--- src/pbwpc_pkg.sv ---
// Purpose: Constants for the pushbutton wiper position controller
// Assumes: 100 MHz core clock
// Notes: Times in their own unit, counts derived
package pbwpc_pkg;
   localparam int POS_STEPS = 64;
   localparam int POS_W = 6;
   localparam int CLK_MHZ = 100;
   localparam int TICK_US = 100;
   localparam int TICK_CYC = TICK_US * CLK_MHZ;
   localparam int MIN_PULSE_MS = 1;
   localparam int HOLD_MS = 500;
   localparam int REPEAT_MS = 100;
   localparam int LOCKOUT_MS = 10;
   localparam int STORE_MS = 4;
   localparam int SAVE_PULSE_US = 1;
   localparam int MIN_PULSE_TK = (MIN_PULSE_MS * 1000 + TICK_US - 1) / TICK_US;
   localparam int HOLD_TK = (HOLD_MS * 1000) / TICK_US;
   localparam int REPEAT_TK = (REPEAT_MS * 1000) / TICK_US;
   localparam int LOCKOUT_TK = (LOCKOUT_MS * 1000 + TICK_US - 1) / TICK_US;
   localparam int STORE_TK = (STORE_MS * 1000 + TICK_US - 1) / TICK_US;
   localparam int SAVE_PULSE_CYC = (SAVE_PULSE_US * CLK_MHZ > 1) ? SAVE_PULSE_US * CLK_MHZ : 1;
   localparam int TK_W = 13;
   localparam logic [POS_W-1:0] POS_RESET = 6'h00;
   typedef enum logic [1:0] {PBWPC_IDLE, PBWPC_PRESS, PBWPC_REPEAT, PBWPC_WAIT_REL} pbwpc_btn_e;
endpackage : pbwpc_pkg

--- src/pbwpc_ctrl.sv ---
// Purpose: Wiper position control from two active-low step inputs and a save input
// Assumes: Inputs synchronous to core_clk; rst_b marks power-up, supply_ok low marks power loss
// Notes: Nonvolatile cell is outside; this block loads from it and issues write strobes
`timescale 1ns/1ps
`default_nettype none
module pbwpc_ctrl #(
   parameter int TICK_DIV = pbwpc_pkg::TICK_CYC
) (
   input wire logic core_clk,
   input wire logic rst_b,
   input wire logic step_up_button_n,
   input wire logic step_down_button_n,
   input wire logic save_trigger,
   input wire logic supply_ok,
   input wire logic [pbwpc_pkg::POS_W-1:0] saved_pos,
   output logic [pbwpc_pkg::POS_W-1:0] wiper_pos,
   output logic nv_write,
   output logic [pbwpc_pkg::POS_W-1:0] nv_data,
   output logic store_busy,
   output logic cmd_mode
);
   import pbwpc_pkg::*;

   // ----------------------------------------
   // State
   // ----------------------------------------
   typedef struct packed {
      logic started;
      logic cmd_mode;
      logic [POS_W-1:0] pos;
      logic [TK_W-1:0] lock_tk;
      pbwpc_btn_e btn;
      logic dir_up;
      logic [TK_W-1:0] low_tk;
      logic [TK_W-1:0] high_tk;
      logic [TK_W-1:0] rep_tk;
      logic save_q;
      logic [7:0] save_cyc;
      logic save_arm;
      logic busy;
      logic [TK_W-1:0] store_tk;
      logic supply_q;
      logic auto_done;
      logic nv_write;
      logic [POS_W-1:0] nv_data;
   } pbwpc_ctrl_s;

   pbwpc_ctrl_s st, next_st;
   logic tick;

   pbwpc_tick #(
      .DIV(TICK_DIV)
   ) u_tick (
      .core_clk(core_clk),
      .rst_b(rst_b),
      .tick(tick)
   );

   // Saturating step; holds at either end
   function automatic logic [POS_W-1:0] step_pos(input logic [POS_W-1:0] p, input logic up);
      if (up) begin
         step_pos = (p == POS_W'(POS_STEPS - 1)) ? p : p + 1'b1;
      end else begin
         step_pos = (p == '0) ? p : p - 1'b1;
      end
   endfunction : step_pos

   // ----------------------------------------
   // Next state
   // ----------------------------------------
   logic up_low, dn_low, act_low, one_low;
   always_comb begin
      next_st = st;
      next_st.nv_write = 1'b0;
      up_low = !step_up_button_n;
      dn_low = !step_down_button_n;
      act_low = st.dir_up ? up_low : dn_low;
      one_low = up_low ^ dn_low;
      next_st.save_q = save_trigger;
      next_st.supply_q = supply_ok;
      if (!st.started) begin
         // Straps and restore caught on the first clock after release
         next_st.started = 1'b1;
         next_st.cmd_mode = !save_trigger;
         next_st.pos = saved_pos;
         next_st.high_tk = '0;
      end else begin
         // Storage request detection; it wins over the buttons
         if (st.cmd_mode && supply_ok) begin
            if (save_trigger && !st.save_q) begin
               next_st.save_arm = 1'b1;
               next_st.save_cyc = '0;
               next_st.store_tk = '0;
            end else if (st.save_arm && save_trigger) begin
               if (st.save_cyc == 8'(SAVE_PULSE_CYC - 1)) begin
                  next_st.save_arm = 1'b0;
                  next_st.busy = 1'b1;
                  next_st.nv_write = 1'b1;
                  next_st.nv_data = st.pos;
               end else begin
                  next_st.save_cyc = st.save_cyc + 8'h01;
               end
            end else if (!save_trigger) begin
               next_st.save_arm = 1'b0;
            end
         end
         if (!st.cmd_mode && st.supply_q && !supply_ok && !st.auto_done) begin
            next_st.auto_done = 1'b1;
            next_st.nv_write = 1'b1;
            next_st.nv_data = st.pos;
            next_st.busy = 1'b1;
            next_st.store_tk = '0;
         end
         // A store launched this cycle already freezes the buttons, so nv_data matches the position
         if (st.busy || st.save_arm || next_st.busy) begin
            // Store counter measured from the save rising edge, or from the power-loss write for an auto store
            if (tick && st.busy) begin
               if (st.store_tk >= TK_W'(STORE_TK - 1)) begin
                  next_st.busy = !(st.cmd_mode);
               end
               next_st.store_tk = st.store_tk + 1'b1;
            end
            if (tick && st.save_arm) begin
               next_st.store_tk = st.store_tk + 1'b1;
            end
            // Button state frozen here; resumes after a command-mode store, but an auto store keeps it frozen until reset
         end else if (st.lock_tk < TK_W'(LOCKOUT_TK)) begin
            if (tick) begin
               next_st.lock_tk = st.lock_tk + 1'b1;
            end
            next_st.btn = PBWPC_IDLE;
            next_st.high_tk = '0;
         end else if (tick) begin
            // All button pulse timing in ticks; the save pulse is counted in core_clk cycles
            case (st.btn)
               PBWPC_IDLE: begin
                  if (!up_low && !dn_low && st.high_tk != TK_W'(MIN_PULSE_TK)) begin
                     next_st.high_tk = st.high_tk + 1'b1;
                  end
                  if (one_low && st.high_tk == TK_W'(MIN_PULSE_TK)) begin
                     next_st.btn = PBWPC_PRESS;
                     next_st.dir_up = up_low;
                     next_st.low_tk = TK_W'(1);
                  end else if (up_low || dn_low) begin
                     next_st.high_tk = '0;
                  end
               end
               PBWPC_PRESS: begin
                  if (up_low && dn_low) begin
                     next_st.low_tk = st.low_tk;
                  end else if (!act_low) begin
                     if (st.low_tk > TK_W'(MIN_PULSE_TK)) begin
                        next_st.pos = step_pos(st.pos, st.dir_up);
                        next_st.high_tk = TK_W'(1);
                     end else begin
                        // Too short to count: a bounce, so the real press that follows is not lost
                        next_st.high_tk = TK_W'(MIN_PULSE_TK);
                     end
                     next_st.btn = PBWPC_IDLE;
                  end else if (st.low_tk == TK_W'(HOLD_TK)) begin
                     next_st.pos = step_pos(st.pos, st.dir_up);
                     next_st.btn = PBWPC_REPEAT;
                     next_st.rep_tk = TK_W'(1);
                  end else begin
                     next_st.low_tk = st.low_tk + 1'b1;
                  end
               end
               PBWPC_REPEAT: begin
                  if (!act_low) begin
                     next_st.btn = PBWPC_IDLE;
                     next_st.high_tk = TK_W'(1);
                  end else if (up_low && dn_low) begin
                     next_st.rep_tk = st.rep_tk;
                  end else if (st.rep_tk == TK_W'(REPEAT_TK)) begin
                     next_st.pos = step_pos(st.pos, st.dir_up);
                     next_st.rep_tk = TK_W'(1);
                  end else begin
                     next_st.rep_tk = st.rep_tk + 1'b1;
                  end
               end
               default: begin
                  next_st.btn = PBWPC_IDLE;
               end
            endcase
         end
      end
   end

   always_ff @(posedge core_clk or negedge rst_b) begin
      if (!rst_b) begin
         st <= '0;
      end else begin
         st <= next_st;
      end
   end

   // ----------------------------------------
   // Outputs
   // ----------------------------------------
   assign wiper_pos = st.pos;
   assign nv_write = st.nv_write;
   assign nv_data = st.nv_data;
   assign store_busy = st.busy;
   assign cmd_mode = st.cmd_mode;
endmodule : pbwpc_ctrl
`default_nettype wire

--- src/pbwpc_tick.sv ---
// Purpose: Divider giving the internal timebase tick
// Assumes: Single clock domain
// Notes: One-cycle pulse every DIV cycles, TICK_CYC by default
`timescale 1ns/1ps
`default_nettype none
module pbwpc_tick #(
   parameter int DIV = pbwpc_pkg::TICK_CYC
) (
   input wire logic core_clk,
   input wire logic rst_b,
   output logic tick
);
   import pbwpc_pkg::*;
   typedef struct packed {
      logic [15:0] cnt;
      logic tick;
   } pbwpc_tick_s;
   pbwpc_tick_s st, next_st;
   always_comb begin
      next_st = st;
      next_st.tick = 1'b0;
      if (st.cnt == 16'(DIV - 1)) begin
         next_st.cnt = 16'h0000;
         next_st.tick = 1'b1;
      end else begin
         next_st.cnt = st.cnt + 16'h0001;
      end
   end
   always_ff @(posedge core_clk or negedge rst_b) begin
      if (!rst_b) begin
         st <= '0;
      end else begin
         st <= next_st;
      end
   end
   assign tick = st.tick;
endmodule : pbwpc_tick
`default_nettype wire

--- config.mk ---
export PLATFORM = sky130hd
export DESIGN_NAME = pbwpc_ctrl
export DESIGN_NICKNAME = d
export VERILOG_FILES = /design/src/pbwpc_pkg.sv /design/src/pbwpc_ctrl.sv /design/src/pbwpc_tick.sv
export SDC_FILE = /design/constraint.sdc
export NUM_CORES = 1
export LEC_CHECK = 0
export BUFFER_PORTS_ARGS = -buffer_cell sky130_fd_sc_hd__buf_4
export CORE_MARGIN = 4
export CORE_UTILIZATION = 41
export DETAILED_ROUTE_END_ITERATION = 6
export PLACE_DENSITY = 0.63
export SYNTH_ARGS = -nofsm -noshare
export SYNTH_HDL_FRONTEND = slang
export SYNTH_HIERARCHICAL = 1
export SYNTH_SLANG_ARGS = --single-unit
--- constraint.sdc ---
create_clock -name core_clk -period 2.4 [get_ports core_clk]
set_input_delay 0.24 -clock core_clk [delete_from_list [all_inputs] [get_ports core_clk]]
set_output_delay 0.24 -clock core_clk [all_outputs]
set_load 0.05 [all_outputs]
==> metrics.log <==
[metrics] run status: complete, no violations
[metrics] power per standard cell area: 683.8 mW/mm^2
[metrics] distinct cell type count of the synthesized netlist: 68
[metrics] top-area cell type share of the netlist area: 44.53%
[metrics] Initial Utilization: 41.77%
[metrics] number of synthesized register bits: 113
[metrics] Max FO, Critical Path: 5
[metrics] wire length per cell after detailed routing: 15.35 um
[metrics] count of max-cap constraint violations: 0
[metrics] vias after detailed routing: 5203
[metrics] number of nets in the final layout: 756
[metrics] CTS tree: done
[metrics] number of nets still failing antenna checks after routing: 0
[metrics] vias in the first global route: 5194
[metrics] I/O pin count: 27
[metrics] drt pass-1 iters: 4
[metrics] clock latency on the worst-skew pair: 0.41 ns
[metrics] arrival time reported for the critical path endpoint: 2.64 ns
[metrics] number of enable-type register cells in the synthesized netlist: 0
[metrics] cells taking the most area after synthesis: sky130_fd_sc_hd__dfrtp_1, sky130_fd_sc_hd__o21ai_0, sky130_fd_sc_hd__ha_1
[metrics] leftover overflow at the end of global routing: 0
[metrics] count of input and output buffers: 26
[metrics] largest clock skew in the final design: 0.01302 ns
[metrics] via density per instance: 5.637
[metrics] number of hold violations in the final report: 0
[metrics] overall track demand over capacity in global routing: 16.78%
[metrics] transition time of the tightest slew-check pin: 0.7760 ns
[metrics] share of cells above drive strength 1: 17.69%
[metrics] path category of the worst min-delay check: in2reg
[metrics] number of antenna diodes: 0
[metrics] Max rail drop VDD: 0.5838 mV
[metrics] total of fill cells in the finished design: 1358
[metrics] routability-driven placement congestion ratio: 0.8379
[metrics] Max-slew headroom: 47.92%
[metrics] Max Clock Freq: 434.5 MHz
[metrics] critical path endpoint category: flip-flop
[metrics] number of antenna violations at the first check in global routing: 0
[metrics] largest net degree at the start of global routing: 74
[metrics] post-synth net total: 707
[metrics] most common flop cell mapped by yosys: sky130_fd_sc_hd__dfrtp_1
[metrics] root buffer cell: sky130_fd_sc_hd__clkbuf_16
[metrics] data required time at the worst endpoint: 2.73 ns
[metrics] final max-slew violation count: 0
[metrics] Floorplan Core Area: 0.01520 mm^2
[metrics] wire length of the first global-routing pass: 24520 um
[metrics] post-synthesis cell area: 0.006350 mm^2
[metrics] average cell area after synthesis: 9.421 um^2
[metrics] YS warnings: 6
[metrics] detailed placement HPWL: 9721 um
[metrics] Seq. cell area: 0.002830 mm^2
[metrics] kind of critical path: reg2reg
[metrics] proportion of register bits with asynchronous set or reset after synthesis: 100.0%
[metrics] sum of negative setup slack: 0 ns
[metrics] gate count after technology mapping: 674
[metrics] post-route minimum period: 2.302 ns
[metrics] Clk pin slew, worst setup/hold paths: 0.05 ns
[metrics] Die Span Y: 132.5 um
[metrics] full die area: 0.01754 mm^2
[metrics] cell count after placement: 887
[metrics] post-synth top area cell: sky130_fd_sc_hd__dfrtp_1
[metrics] number of buffers added by the clock tree synthesis step: 17
[metrics] Detailed Route WL: 14170 um
[metrics] DRT iter0 DRCs: 285
[metrics] largest buffer count on any clock path: 2
[metrics] unrepaired setup endpoints after global routing: false
[metrics] sequential-to-total area share from yosys stat: 44.53%
[metrics] fraction of the cycle the final worst path needs: 95.90%
[metrics] H-tree Lvls: 4
[metrics] signed area change from the synthesized netlist to the final layout: 19.01%
[metrics] multi-input logic area: 0.003209 mm^2
[metrics] leak pwr: 3.375 nW
[metrics] number of setup violations in the final report: 0
[metrics] number of rows created at floorplan: 45
[metrics] kind of start point of the critical path: flip-flop
[metrics] final non-filler cell total: 923
[metrics] clk sink count: 113
[metrics] width of the die: 132.5 um
[metrics] DRC violation count after routing: 0
placed cells by master, fill, tap and decap left out, types with 4 or more instances in the layout:
cell / count
sky130_fd_sc_hd__or3_1: 4
sky130_fd_sc_hd__a211o_1: 4
sky130_fd_sc_hd__nand4_1: 21
sky130_fd_sc_hd__nand2b_1: 9
sky130_fd_sc_hd__o31ai_1: 18
sky130_fd_sc_hd__nor2b_1: 15
sky130_fd_sc_hd__a21oi_1: 23
sky130_fd_sc_hd__buf_4: 69
sky130_fd_sc_hd__ha_1: 20
sky130_fd_sc_hd__nand3_1: 37
sky130_fd_sc_hd__or4_1: 10
sky130_fd_sc_hd__nor3_1: 9
sky130_fd_sc_hd__o21a_1: 5
sky130_fd_sc_hd__clkbuf_16: 17
sky130_fd_sc_hd__nand2_1: 48
sky130_fd_sc_hd__mux2_2: 9
sky130_fd_sc_hd__and3_1: 13
sky130_fd_sc_hd__nand4b_1: 4
sky130_fd_sc_hd__o41ai_1: 6
sky130_fd_sc_hd__a22o_1: 4
sky130_fd_sc_hd__dfrtp_1: 111
sky130_fd_sc_hd__o21ai_0: 66
sky130_fd_sc_hd__a31oi_1: 8
sky130_fd_sc_hd__nor4_1: 11
sky130_fd_sc_hd__xnor2_1: 8
sky130_fd_sc_hd__and4_1: 4
sky130_fd_sc_hd__and2_1: 5
sky130_fd_sc_hd__nor2_1: 49
sky130_fd_sc_hd__xor2_1: 20
sky130_fd_sc_hd__inv_1: 29
sky130_fd_sc_hd__a31o_2: 4
Yosys cell counts, drive strengths merged, types with 18 or more instances:
library cell,count
o31ai,18
dfrtp,113
buf,18
xor2,20
clkbuf,26
a21oi,23
inv,30
nand4,21
nand3,38
ha,20
o21ai,68
nand2,48
nor2,49
kinds of logic after synthesis:
| kind of cell | synth area share [%] |
|---|---|
| xor gates and xnor gates | 3.862 |
| DFF | 44.53 |
| adders and majority gates | 4.256 |
| AOI/OAI and AO/OA | 17.58 |
| muxes | 2.069 |
| and+or+nand+nor | 22.36 |
| other | 0.05906 |
| buffers and inverters | 5.281 |
power breakdown:
group	internal [mW]	switching [mW]	total (mW)
combinational	0.204	0.350	0.553
clock	1.61	0.870	2.48
sequential	2.02	0.123	2.14
total	3.82	1.34	5.17
critical path, cell delays in order (launching register included):
cell and delay [ns]:
sky130_fd_sc_hd__dfrtp_1 0.43, sky130_fd_sc_hd__inv_2 0.08, sky130_fd_sc_hd__ha_1 0.15, sky130_fd_sc_hd__nand4b_1 0.17, sky130_fd_sc_hd__nor4_4 0.34, sky130_fd_sc_hd__o2111a_1 0.25
sky130_fd_sc_hd__nand3_2 0.12, sky130_fd_sc_hd__or4_1 0.52, sky130_fd_sc_hd__a31oi_1 0.17
sequential cells by signal (all words and copies together) (netlist names):
register / flops
cmd_mode: 1
nv_data: 6
store_busy: 1
wiper_pos: 6
st: 81
u_tick/tick: 1
nv_write: 1
u_tick/st: 16
routing by layer:
layer  part of all wire (%)  track usage (%)  vias to the layer above
met5                      0                0                        -
met3                    2.5            4.487                       14
li1                       -                -                     2560
met1                     47            21.53                     2558
met4                    1.1            5.889                        0
met2                     49            27.48                       71
timing repair:
item,in CTS,in global routing
setup buffers,0,2
endpoints found under the setup margin,0,16
hold buffers,3,0
hold endpoints to repair,42,0
resized for setup,0,7
stage by stage:
step	hold slack (ns)	utilization, %	setup slack, ns	power [mW]	instance area [um^2]
final	0.07574	49.71	0.09830	5.168	7557
after global placement	0.2520	45.47	0.05485	2.700	6913
after CTS	0.05343	49.50	0.01972	5.234	7525
after floorplan	-0.05559	-	0.03373	2.569	6357
after detailed placement	0.2611	45.47	0.03841	2.721	6913
after global routing	0.07223	49.71	0.001461	5.384	7557
area by class of cell:
| type | count | share of cell area (%) |
|---|---|---|
| clock buffer | 23 | 6.324 |
| clock inverter | 8 | 1.374 |
| inverter | 30 | 1.490 |
| multi-input combinational | 487 | 42.47 |
| sequential | 113 | 37.45 |
| tap | 188 | 3.113 |
| timing repair buffer | 74 | 7.781 |
worst paths after layout:
kind | cells after the start | slack (ns) | start | to
worst max-delay path | 8 | 0.1 | st[59] | wiper_pos[2]
worst min-delay path | 2 | 0.08 | step_up_button_n | st[72]
worst max register to register | 8 | 0.1 | st[59] | wiper_pos[2]
worst min register to register | 0 | 0.38 | st[87] | st[87]
max in group asynchronous | 3 | 1.27 | rst_b | st[54]
min in group asynchronous | 2 | 0.35 | rst_b | st[68]
(Power assumes the default switching activity.)
